===== config.mk =====
export PLATFORM = sky130hd
export DESIGN_NAME = pwrc_top
export DESIGN_NICKNAME = d
export VERILOG_FILES = /design/src/pwrc_pkg.sv /design/src/pwrc_axil.sv /design/src/pwrc_wtmr.sv /design/src/pwrc_top.sv
export VERILOG_INCLUDE_DIRS = /design/src
export SDC_FILE = /design/constraint.sdc
export NUM_CORES = 1
export LEC_CHECK = 0
export BUFFER_PORTS_ARGS = -buffer_cell sky130_fd_sc_hd__buf_4
export CAP_MARGIN = 25
export CORE_UTILIZATION = 50
export CTS_CLUSTER_DIAMETER = 50
export CTS_CLUSTER_SIZE = 24
export DETAILED_ROUTE_END_ITERATION = 10
export PLACE_DENSITY = 0.82
export SYNTH_ARGS = -nofsm -noshare
export SYNTH_HDL_FRONTEND = slang
export SYNTH_SLANG_ARGS = --single-unit

===== constraint.sdc =====
create_clock -name CLK -period 2.7 [get_ports CLK]
set_clock_uncertainty 0.2 [all_clocks]
set_input_delay 0.405 -clock CLK [delete_from_list [all_inputs] [get_ports CLK]]
set_output_delay 0.405 -clock CLK [all_outputs]
set_load 0.02 [all_outputs]

===== src/pwrc_cfg.svh =====
// Offsets, field positions, reset values and counts of the power control.
`ifndef PWRC_CFG_SVH
`define PWRC_CFG_SVH

`define PWRC_AW          8
`define PWRC_ADDR_PWR    8'h00
`define PWRC_ADDR_GATE   8'h04
// Both internal oscillators start enabled and the crystal starts disabled.
`define PWRC_PWR_RST     32'h0000_000c
`define PWRC_GATE_RST    32'h0000_0005
`define PWRC_PWR_WMASK   32'h00f3_0e0e
`define PWRC_GATE_WMASK  32'h0000_0007
`define PWRC_F_RDBK_LO   28
`define PWRC_F_POR       26
`define PWRC_F_TMRF      25
`define PWRC_F_PINF      24
`define PWRC_F_SEL_LO    20
`define PWRC_F_OSCOFF    17
`define PWRC_F_PINDIS    16
`define PWRC_F_DPD       11
`define PWRC_F_SPD       10
`define PWRC_F_SLOW      3
`define PWRC_F_FAST      2
`define PWRC_F_XTAL      1
`define PWRC_F_FLASH     2
`define PWRC_F_DMA       1
`define PWRC_F_CPU       0
`define PWRC_CNT_W       11
`define PWRC_DLY_BASE    11'd128
`define PWRC_RESP_OKAY   2'b00
`define PWRC_RESP_SLVERR 2'b10

`endif


===== src/pwrc_pkg.sv =====
// Types and shared helpers of the power control block.
`include "pwrc_cfg.svh"
package pwrc_pkg;

  typedef enum logic [2:0] {
    ST_RUN  = 3'b001,
    ST_DEEP = 3'b010,
    ST_STBY = 3'b100
  } pwrc_mode_type;

  typedef struct packed {
    logic                  en;
    logic [`PWRC_AW-1:0]   addr;
    logic [31:0]           data;
    logic [3:0]            strb;
  } pwrc_wreq_type;

  function automatic logic pwrc_hit(input logic [`PWRC_AW-1:0] a);
    pwrc_hit = (a == `PWRC_ADDR_PWR) || (a == `PWRC_ADDR_GATE);
  endfunction : pwrc_hit

  // Byte-lane merge limited to the bits that software may change.
  function automatic logic [31:0] pwrc_merge(input logic [31:0] old,
                                             input logic [31:0] wd,
                                             input logic [3:0]  strb,
                                             input logic [31:0] msk);
    logic [31:0] m;
    m = {{8{strb[3]}}, {8{strb[2]}}, {8{strb[1]}}, {8{strb[0]}}} & msk;
    pwrc_merge = (old & ~m) | (wd & m);
  endfunction : pwrc_merge

endpackage : pwrc_pkg


===== src/pwrc_axil.sv =====
// AXI4-Lite slave front end of the power control block.
`timescale 1ns/1ps
`include "pwrc_cfg.svh"
module pwrc_axil
  import pwrc_pkg::*;
(
  input  wire logic                clk,
  input  wire logic                reset,
  input  wire logic                awvalid,
  output logic                     awready,
  input  wire logic [`PWRC_AW-1:0] awaddr,
  input  wire logic                wvalid,
  output logic                     wready,
  input  wire logic [31:0]         wdata,
  input  wire logic [3:0]          wstrb,
  output logic                     bvalid,
  input  wire logic                bready,
  output logic [1:0]               bresp,
  input  wire logic                arvalid,
  output logic                     arready,
  input  wire logic [`PWRC_AW-1:0] araddr,
  output logic                     rvalid,
  input  wire logic                rready,
  output logic [31:0]              rdata,
  output logic [1:0]               rresp,
  output pwrc_wreq_type            wreq,
  input  wire logic [31:0]         rd_data
);

  typedef struct packed {
    logic                aw_got;
    logic                w_got;
    logic [`PWRC_AW-1:0] addr;
    logic [31:0]         data;
    logic [3:0]          strb;
    logic                bvalid;
    logic [1:0]          bresp;
    logic                rvalid;
    logic [31:0]         rdata;
    logic [1:0]          rresp;
  } pwrc_axs_type;

  pwrc_axs_type s_r;
  pwrc_axs_type s_nxt;

  assign awready = !s_r.aw_got && !s_r.bvalid;
  assign wready  = !s_r.w_got && !s_r.bvalid;
  assign arready = !s_r.rvalid;
  assign bvalid  = s_r.bvalid;
  assign bresp   = s_r.bresp;
  assign rvalid  = s_r.rvalid;
  assign rdata   = s_r.rdata;
  assign rresp   = s_r.rresp;
  assign wreq    = '{en: s_r.aw_got && s_r.w_got && !s_r.bvalid,
                     addr: s_r.addr, data: s_r.data, strb: s_r.strb};

  always_comb
  begin
    s_nxt = s_r;
    if (awvalid && awready)
    begin
      s_nxt.aw_got = 1'b1;
      s_nxt.addr   = awaddr;
    end
    if (wvalid && wready)
    begin
      s_nxt.w_got = 1'b1;
      s_nxt.data  = wdata;
      s_nxt.strb  = wstrb;
    end
    if (wreq.en)
    begin
      s_nxt.aw_got = 1'b0;
      s_nxt.w_got  = 1'b0;
      s_nxt.bvalid = 1'b1;
      s_nxt.bresp  = pwrc_hit(s_r.addr) ? `PWRC_RESP_OKAY
                                        : `PWRC_RESP_SLVERR;
    end
    if (s_r.bvalid && bready)
      s_nxt.bvalid = 1'b0;
    if (arvalid && arready)
    begin
      s_nxt.rvalid = 1'b1;
      s_nxt.rdata  = rd_data;
      s_nxt.rresp  = pwrc_hit(araddr) ? `PWRC_RESP_OKAY
                                      : `PWRC_RESP_SLVERR;
    end
    if (s_r.rvalid && rready)
      s_nxt.rvalid = 1'b0;
  end

  always_ff @(posedge clk)
  begin
    if (reset)
      s_r <= '0;
    else
      s_r <= s_nxt;
  end
endmodule : pwrc_axil


===== src/pwrc_wtmr.sv =====
// Deep power-down wake timer counting slow oscillator periods.
`timescale 1ns/1ps
`include "pwrc_cfg.svh"
module pwrc_wtmr
  import pwrc_pkg::*;
(
  input  wire logic       clk,
  input  wire logic       reset,
  input  wire logic       start,
  input  wire logic       stop,
  input  wire logic       osc_on,
  input  wire logic [3:0] sel,
  input  wire logic       slow_clk,
  output logic            expired
);

  typedef struct packed {
    logic                   s1;
    logic                   s2;
    logic                   s3;
    logic                   lvl;
    logic                   run;
    logic                   exp;
    logic [`PWRC_CNT_W-1:0] cnt;
    logic [`PWRC_CNT_W-1:0] target;
  } pwrc_tmr_type;

  pwrc_tmr_type s_r;
  pwrc_tmr_type s_nxt;
  logic         tick;

  // The lowest armed bit gives the shortest delay, so it wakes first.
  function automatic logic [`PWRC_CNT_W-1:0] dly(input logic [3:0] v);
    dly = '0;
    for (int i = 3; i >= 0; i--)
      if (v[i])
        dly = `PWRC_DLY_BASE << i;
  endfunction : dly

  assign expired = s_r.exp;

  always_comb
  begin
    s_nxt     = s_r;
    s_nxt.exp = 1'b0;
    s_nxt.s1  = slow_clk;
    s_nxt.s2  = s_r.s1;
    s_nxt.s3  = s_r.s2;
    tick      = (s_r.s2 == s_r.s3) && s_r.s3 && !s_r.lvl;
    if (s_r.s2 == s_r.s3)
      s_nxt.lvl = s_r.s3;
    if (start)
    begin
      s_nxt.cnt    = '0;
      s_nxt.target = dly(sel);
      // no timer wake with oscillator off
      s_nxt.run    = osc_on && (sel != 4'h0);
    end
    else if (stop)
      s_nxt.run = 1'b0;
    else if (s_r.run && tick)
    begin
      s_nxt.cnt = s_r.cnt + 1'b1;
      if (s_nxt.cnt == s_r.target)
      begin
        s_nxt.exp = 1'b1;
        s_nxt.run = 1'b0;
      end
    end
  end

  always_ff @(posedge clk)
  begin
    if (reset)
      s_r <= '0;
    else
      s_r <= s_nxt;
  end
endmodule : pwrc_wtmr


===== src/pwrc_top.sv =====
// Power control and bus-master clock gating with AXI4-Lite access.
//
// Register access over AXI4-Lite is this design's own decision.
`timescale 1ns/1ps
`include "pwrc_cfg.svh"
module pwrc_top
  import pwrc_pkg::*;
(
  input  wire logic                CLK,
  input  wire logic                RESET,
  input  wire logic                AWVALID,
  output logic                     AWREADY,
  input  wire logic [`PWRC_AW-1:0] AWADDR,
  input  wire logic [2:0]          AWPROT,
  input  wire logic                WVALID,
  output logic                     WREADY,
  input  wire logic [31:0]         WDATA,
  input  wire logic [3:0]          WSTRB,
  output logic                     BVALID,
  input  wire logic                BREADY,
  output logic [1:0]               BRESP,
  input  wire logic                ARVALID,
  output logic                     ARREADY,
  input  wire logic [`PWRC_AW-1:0] ARADDR,
  input  wire logic [2:0]          ARPROT,
  output logic                     RVALID,
  input  wire logic                RREADY,
  output logic [31:0]              RDATA,
  output logic [1:0]               RRESP,
  input  wire logic                UNLOCKED,
  input  wire logic                CPU_SLEEP_REQ,
  input  wire logic                DEBUG_ACTIVE,
  input  wire logic                STANDBY_WAKE,
  input  wire logic                WAKE_PIN_N,
  input  wire logic                SLOW_OSC_CLK,
  output logic                     DEEP_PD,
  output logic                     STANDBY_PD,
  output logic                     CPU_RESTART,
  output logic                     SLOW_OSC_EN,
  output logic                     FAST_OSC_EN,
  output logic                     XTAL_EN,
  output logic                     FLASH_PROG_CLK_EN,
  output logic                     DMA_CLK_EN,
  output logic                     CPU_CLK_EN
);

  // ******************************************************************
  // State
  // ******************************************************************

  typedef struct packed {
    pwrc_mode_type mode;
    logic [31:0]   pwr;
    logic [31:0]   gate;
    logic [3:0]    rdbk;
    logic          por_f;
    logic          tmr_f;
    logic          pin_f;
    logic          restart;
    logic          p1;
    logic          p2;
    logic          p3;
    logic          plvl;
    logic          outs_dpd;
  } pwrc_top_type;

  localparam pwrc_top_type RST_S = '{
    mode: ST_RUN, pwr: `PWRC_PWR_RST, gate: `PWRC_GATE_RST,
    rdbk: 4'h0, por_f: 1'b1, tmr_f: 1'b0, pin_f: 1'b0,
    restart: 1'b0, p1: 1'b1, p2: 1'b1, p3: 1'b1, plvl: 1'b1,
    outs_dpd: 1'b0};

  pwrc_top_type  s_r;
  pwrc_top_type  s_nxt;
  pwrc_wreq_type wreq;
  logic [31:0]   rd_data;
  logic          enter_dpd;
  logic          wake;
  logic          pin_fall;
  logic          tmr_exp;
  logic [3:0]    sel;

  assign sel = s_r.pwr[`PWRC_F_SEL_LO +: 4];

  // ******************************************************************
  // Bus and wake timer
  // ******************************************************************

  pwrc_axil pwrc_axil_inst (
    .clk     (CLK),
    .reset   (RESET),
    .awvalid (AWVALID),
    .awready (AWREADY),
    .awaddr  (AWADDR),
    .wvalid  (WVALID),
    .wready  (WREADY),
    .wdata   (WDATA),
    .wstrb   (WSTRB),
    .bvalid  (BVALID),
    .bready  (BREADY),
    .bresp   (BRESP),
    .arvalid (ARVALID),
    .arready (ARREADY),
    .araddr  (ARADDR),
    .rvalid  (RVALID),
    .rready  (RREADY),
    .rdata   (RDATA),
    .rresp   (RRESP),
    .wreq    (wreq),
    .rd_data (rd_data)
  );

  // The timer is told to stop on any wake so a late expiry cannot
  // be taken for the cause of a later deep power-down. It also stops
  // once the slow oscillator is set to go off, so no timer wake can follow.
  pwrc_wtmr pwrc_wtmr_inst (
    .clk      (CLK),
    .reset    (RESET),
    .start    (enter_dpd),
    .stop     (wake || s_r.pwr[`PWRC_F_OSCOFF]),
    .osc_on   (!s_r.pwr[`PWRC_F_OSCOFF]),
    .sel      (sel),
    .slow_clk (SLOW_OSC_CLK),
    .expired  (tmr_exp)
  );

  // ******************************************************************
  // Read path
  // ******************************************************************

  always_comb
  begin
    rd_data = 32'h0000_0000;
    if (ARADDR == `PWRC_ADDR_PWR)
    begin
      rd_data = s_r.pwr;
      rd_data[`PWRC_F_RDBK_LO +: 4] = s_r.rdbk;
      rd_data[`PWRC_F_POR] = s_r.por_f;
      rd_data[`PWRC_F_TMRF] = s_r.tmr_f;
      rd_data[`PWRC_F_PINF] = s_r.pin_f;
    end
    else if (ARADDR == `PWRC_ADDR_GATE)
      rd_data = s_r.gate;
  end

  // ******************************************************************
  // Next state
  // ******************************************************************

  always_comb
  begin
    s_nxt         = s_r;
    s_nxt.restart = 1'b0;
    enter_dpd     = 1'b0;
    wake          = 1'b0;
    // Only the second and third stages are compared, so a metastable
    // first stage never reaches the edge detector.
    s_nxt.p1 = WAKE_PIN_N;
    s_nxt.p2 = s_r.p1;
    s_nxt.p3 = s_r.p2;
    if (s_r.p2 == s_r.p3)
      s_nxt.plvl = s_r.p3;
    pin_fall = (s_r.p2 == s_r.p3) && !s_r.p3 && s_r.plvl;

    if (wreq.en && UNLOCKED)
    begin
      if (wreq.addr == `PWRC_ADDR_PWR)
        s_nxt.pwr = pwrc_merge(s_r.pwr, wreq.data, wreq.strb,
                               `PWRC_PWR_WMASK);
      else if (wreq.addr == `PWRC_ADDR_GATE)
        s_nxt.gate = pwrc_merge(s_r.gate, wreq.data, wreq.strb,
                                `PWRC_GATE_WMASK);
    end

    unique case (s_r.mode)
      ST_RUN:
      begin
        if (CPU_SLEEP_REQ && !DEBUG_ACTIVE)
        begin
          if (s_r.pwr[`PWRC_F_DPD])
          begin
            enter_dpd  = 1'b1;
            s_nxt.mode = ST_DEEP;
            s_nxt.rdbk = sel;
            s_nxt.por_f = 1'b0;
            s_nxt.tmr_f = 1'b0;
            s_nxt.pin_f = 1'b0;
          end
          else if (s_r.pwr[`PWRC_F_SPD])
            s_nxt.mode = ST_STBY;
        end
      end
      ST_DEEP:
      begin
        if (pin_fall && !s_r.pwr[`PWRC_F_PINDIS])
        begin
          s_nxt.pin_f = 1'b1;
          wake        = 1'b1;
        end
        if (tmr_exp)
        begin
          s_nxt.tmr_f = 1'b1;
          wake        = 1'b1;
        end
      end
      ST_STBY:
      begin
        if (STANDBY_WAKE)
          wake = 1'b1;
      end
    endcase

    if (wake)
    begin
      s_nxt.mode                = ST_RUN;
      s_nxt.restart             = 1'b1;
      s_nxt.pwr[`PWRC_F_DPD]    = 1'b0;
      s_nxt.pwr[`PWRC_F_SPD]    = 1'b0;
    end
    s_nxt.outs_dpd = (s_nxt.mode == ST_DEEP);
  end

  always_ff @(posedge CLK)
  begin
    if (RESET)
      s_r <= RST_S;
    else
      s_r <= s_nxt;
  end

  // ******************************************************************
  // Outputs
  // ******************************************************************

  assign DEEP_PD     = s_r.outs_dpd;
  assign STANDBY_PD  = (s_r.mode == ST_STBY);
  assign CPU_RESTART = s_r.restart;
  assign SLOW_OSC_EN = s_r.pwr[`PWRC_F_SLOW] &&
                       !(s_r.outs_dpd && s_r.pwr[`PWRC_F_OSCOFF]);
  assign FAST_OSC_EN = s_r.pwr[`PWRC_F_FAST];
  assign XTAL_EN     = s_r.pwr[`PWRC_F_XTAL];
  assign FLASH_PROG_CLK_EN = s_r.gate[`PWRC_F_FLASH];
  assign DMA_CLK_EN  = s_r.gate[`PWRC_F_DMA];
  assign CPU_CLK_EN  = s_r.gate[`PWRC_F_CPU];
endmodule : pwrc_top


# Yosys cells after proc, flatten, opt, wreduce, memory -nomap -nowiden
# Index checks and enable logic that the tools add are counted.
word_totals:
  output_inout_bits: 50
  register_bits: 191
classes:
  mux: 30
  n_bitwise: 11
  n_reduce_logical: 52
  eq_ne: 13
  n_addsub: 1
ops:
  columns: ["op", "n"]
  rows:
  - ["bitwise AND 32 bit", 2]
  - ["2-to-1 mux 32 bit", 2]
  - ["bitwise OR 32 bit", 2]
  - ["2-to-1 mux 11 bit", 4]
  - ["bitwise AND 32 x 24 -> 32 bit", 1]
  - ["bitwise AND 32 x 3 -> 32 bit", 1]
  - ["inverter 24 -> 32 bit", 1]
  - ["inverter 3 -> 32 bit", 1]
  - ["logical AND 1 bit", 20]
  - ["== test 8 x 3 -> 1 bit (second input constant)", 2]
  - ["zero test 8 bit", 2]
  - ["2-to-1 mux 3 bit", 5]
  - ["2-to-1 mux 13 bit", 1]
  - ["adder 11 x 1 -> 11 bit (second input constant)", 1]
  - ["== test 11 bit", 1]
  - ["2-to-1 mux 1 bit", 11]
  - ["zero test 1 bit", 10]
  - ["2-to-1 mux 2 bit", 5]
  - ["OR reduction 2 bit", 5]
  - ["AND reduction 4 bit", 2]
  - ["== test 3 x 2 -> 1 bit (second input constant)", 2]
  - ["inequality test 2 bit (second input constant)", 3]
  - ["AND reduction 2 bit", 3]
  - ["AND reduction 3 bit", 2]
  - ["other kinds (12)", 18]

# Longest topological paths before layout
depth:
  depth_word: 10
  depth_mapped: 7
  ltp_nobuf: 6

# Hierarchy
# From an unflattened synthesis, not the netlist that was laid out.
hier_totals:
  cells_unflattened: 732
  hier_area_um2: 6162.2
modules_own_cells:
  columns: ["module", "area_each_um2", "instances", "seq_area_each_um2", "cells_each"]
  rows:
  - ["pwrc_axil", 3539.6, 1, 1641.6, 435]
  - ["pwrc_top", 1569.0, 1, 620.6, 181]
  - ["pwrc_wtmr", 1053.5, 1, 420.4, 116]

# Least setup slack after synthesis
# OpenSTA, ideal clock, no wires.
synth_timing:
  path_kind: "register to register"
  start: "register pwrc_wtmr_inst.s_r[25] (netlist bit)"
  end: "register pwrc_wtmr_inst.s_r[17] (netlist bit)"
  required_time_ns: 2.430
  synth_period_minus_slack_ns: 2.096
  setup_ns: 0.070
  arrival_ns: 1.826
  stages_incl_launch_ff: 8
  slack_ns: 0.604
  path_cell_list: "dfxtp_1 > ha_1 > nand3b_1 > or2_1 > buf_2 > or3_4 > or4_1 > a21oi_1"
synth_between:
  elab_chain_cells: 5
synth_lines:
  columns: ["element", "line_no", "rtl"]
  rows:
  - ["start, declared", "pwrc_wtmr.sv:28", "pwrc_tmr_type s_r;"]
  - ["start signal, assigned", "pwrc_wtmr.sv:77", "s_r <= s_nxt;"]
  - ["== test 1 bit", "pwrc_wtmr.sv:49", "tick = (s_r.s2 == s_r.s3) && s_r.s3 && !s_r.lvl;"]
  - ["logical AND 1 bit (*) (2 in series)", "pwrc_wtmr.sv:49", null]
  - ["logical AND 1 bit (*)", "pwrc_wtmr.sv:61", "else if (s_r.run && tick)"]
  - ["AND reduction 2 bit (no line) (*)", null, null]
# Mark *: on every way between the ends. The rest lies on a longest branch, timed or not.
# A chain may end at the register's enable or synchronous reset.

# Worst setup path in the final report
layout_timing:
  start: "register s_r[79] (netlist bit)"
  end: "register pwrc_wtmr_inst.s_r[17] (netlist bit)"
layout_between:
  elab_chain_cells: 5
layout_lines:
  columns: ["element", "line_no", "rtl"]
  rows:
  - ["start, declared", "pwrc_top.sv:73", "pwrc_top_type s_r;"]
  - ["start signal, assigned", "pwrc_top.sv:228", "s_r <= s_nxt;"]
  - ["== test 3 bit / == test 3 x 2 -> 1 bit (equally long branches)", "pwrc_top.sv:175", "unique case (s_r.mode)"]
  - ["case mux 1 bit (2 select lines)", "pwrc_top.sv:175", null]
  - ["logical OR 1 bit", "pwrc_top.sv:120", ".stop (wake || s_r.pwr[`PWRC_F_OSCOFF]),"]
  - ["inverter 1 bit (no line)", null, null]
  - ["AND reduction 2 bit (no line)", null, null]
# Parallel ways exist; a longest one is shown, timed or not.

==> results.cfg <==
[run]
cap_violations = 0

[layout]
final-seq-area_um2 = 2020
nets = 643
drive_above_1_share = 0.195
antenna_cells = 0
multi_input_area_um2 = 1930
layout_commonest_cell = nand2_1
nFillCells = 721
design_area_um2 = 4970
area_growth_pct = 15.5
layout_common_cells = 121 x nand2_1, 101 x dfxtp_1, 85 x buf_4

[timing]
finalSetupTns_ps = 0
min_period_over_period = 0.856
rsz0062_at_grt = no
setup_violations = 0
finalCriticalPeriod_ps = 2310
tightestPinTransition_ps = 792
fmax_mhz = 432
drv_slew = 0
hold_violations = 0
max_slew_margin = 0.472

[detailed_routing]
drtAntennaViolNets = 0
vias = 3576
dr.pass1.iters = 4
drt-wirelength-per-cell_um = 13.2
drcViolationCount = 0
drt-initial-drc-count = 155
drt-total-wl_um = 8930
vias_per_cell = 5.27

[synth]
ys_warn_count = 0
synth_xor_area_frac = 0.0204
synth_area_leader_cell = dfxtp_1
yosys.area.top_type_share = 0.470
synthMuxAreaShare = 0.0358
synth-compound-area-share = 0.103
synthAdderAreaFrac = 0.0116
netlist_instances = 519
synth_cell_types = 51
synthSimpleGateAreaFrac = 0.266
synth.avg_cell_area_um2 = 8.29
synth.top_cells.by_area = dfxtp_1 47%, nand2_1 11%, a21oi_1 7.0%, buf_4 6.5%, nor2_1 3.8%
async_flop_share = 0
synth_seq_cells = 101
synth_top_family_by_area = simple AND/OR/NAND/NOR gates
synth_flop_cell = dfxtp_1
synth.cell_area_um2 = 4300
synth-edff-count = 0
seq_area_frac_synth = 0.470

[die]
dieArea_um2 = 8980
die_x_um = 94.7
coreArea_um2 = 8260
io_pins = 121
die_y_um = 94.7
start_util = 0.521
rows = 33

[place]
portBuffers = 80
dpl.hpwl_um = 6460
gp_congestion = 0.826
detailed_place.area_um2 = 4740

[worst_setup_path]
worstPathRequired_ps = 2800
cp_cell_sequence = nor3b_1, and4b_1, or3_4, or4_1, a21oi_1
slowest_stage = or4_1
r2r_end = pwrc_wtmr_inst.s_r[17]$_SDFFE_PP0P_
crit_fanout = 11
reg2reg_depth = 5
cp.arrival_ps = 2420
worstSetupStartpointType = register
crit_path_max_incr_delay_ps = 500
worstSetupPathType = reg -> reg
path_buf_inv = 0
critPathTopFamily = simple AND/OR/NAND/NOR gates
cp-end-kind = register
reg2reg_slack_ps = 390
r2r-start = s_r[79]$_SDFF_PP0_

[hold_path]
worst_hold_path_type = in -> reg
hold_start = WAKE_PIN_N
holdPathEnd = s_nxt[3]$_SDFF_PP1_
min_delay_path_depth = 2

[cts]
clk_pin_slew_ps = 100
cts_made_buffers = 9
clk-insertion-delay-late_ps = 370
cts_tree = yes
cts_root_buf = clkbuf_8
hold_buffers = 0
clock-sinks = 101
postCtsSetupRepairBufs = 0
cts_resized = 0
clock_path_buffers = 2
htree_levels = 3

[grt]
gr-total-overflow = 0
grt_use_met1 = 0.251
busiest_layer = met2
grt_pass1_vias = 3229
grtUsageMet2 = 0.342
antenna_found_initial = 0
grt_start_max_net_pins = 56
grt_pass1_wl_um = 14500
grt_util_all_layers = 0.206
use_met3 = 0.0628

[pwr]
finalPower_w = 0.00285
p_leak_nw = 2.01
ir_worst_vdd_v = 0.000344
power_per_cell_area_nw_per_um2 = 575

[status]
outcome = finished clean
## worst max-delay path by stage
| stage | from | cells after the start | endpoint |
|---|---|---|---|
| after global routing | s_r[79]$_SDFF_PP0_ | 5 | pwrc_wtmr_inst.s_r[17]$_SDFFE_PP0P_ |
| after floorplan | pwrc_wtmr_inst.s_r[25]$_SDFF_PP0_ | 7 | pwrc_wtmr_inst.s_r[17]$_SDFFE_PP0P_ |
| after detailed placement | s_r[79]$_SDFF_PP0_ | 5 | pwrc_wtmr_inst.s_r[21]$_SDFFE_PP0P_ |
| after CTS | s_r[79]$_SDFF_PP0_ | 5 | pwrc_wtmr_inst.s_r[21]$_SDFFE_PP0P_ |
| after global placement | s_r[78]$_SDFF_PP0_ | 5 | pwrc_wtmr_inst.s_r[21]$_SDFFE_PP0P_ |
| final | s_r[79]$_SDFF_PP0_ | 5 | pwrc_wtmr_inst.s_r[17]$_SDFFE_PP0P_ |
## routing by layer
metal / part of all wire / up-vias
met1: 0.45 / 1654
met4: 0.018 / 0
met3: 0.055 / 14
met2: 0.48 / 106
met5: 0 / -
li1: - / 1802
## per-stage QoR
step	instances	hold WS (ps)	setup WS, ps	util
after floorplan	532	189	604	-
after global placement	662	200	467	0.575
after detailed placement	662	202	403	0.575
after CTS	678	3.69	389	0.601
after global routing	678	10.7	271	0.601
final	678	16.8	388	0.601
## synth_stat cells, types with 4 or more instances
| cell type | instances |
|---|---|
| nor3_1 | 7 |
| xnor2_1 | 9 |
| nand3b_1 | 4 |
| nand2_1 | 121 |
| inv_1 | 6 |
| o21ai_0 | 6 |
| nor2b_1 | 6 |
| ha_1 | 4 |
| dfxtp_1 | 101 |
| nand4b_1 | 4 |
| a21oi_1 | 60 |
| buf_4 | 37 |
| nand3_1 | 16 |
| and3_1 | 4 |
| nor2_1 | 43 |
| clkbuf_1 | 20 |
| nor4_1 | 7 |
| mux2i_1 | 12 |
## power by group
group	internal [W]	switching (W)	total, W
combinational	0.0000984	0.000144	0.000243
clock	0.000528	0.000531	0.00106
sequential	0.00153	0.0000253	0.00155
## cell type report
cell class / instances / share of cell area
sequential: 101 / 0.407
multi-input combinational: 365 / 0.389
timing repair buffer: 85 / 0.128
tap: 105 / 0.0265
clock buffer: 9 / 0.0249
clock inverter: 7 / 0.0197
inverter: 6 / 0.00454
## cells by family (layout without fill, tap and decap cells)
kind of cell / count (synthesis) / in the layout
compound gates: 81 / 81
xor+xnor: 10 / 10
fa+ha+maj: 4 / 4
buf+inv: 66 / 107
flops: 101 / 101
mux: 15 / 15
other cells: 1 / 14
simple gates: 241 / 241
Power figures use the tool's default switching activity.
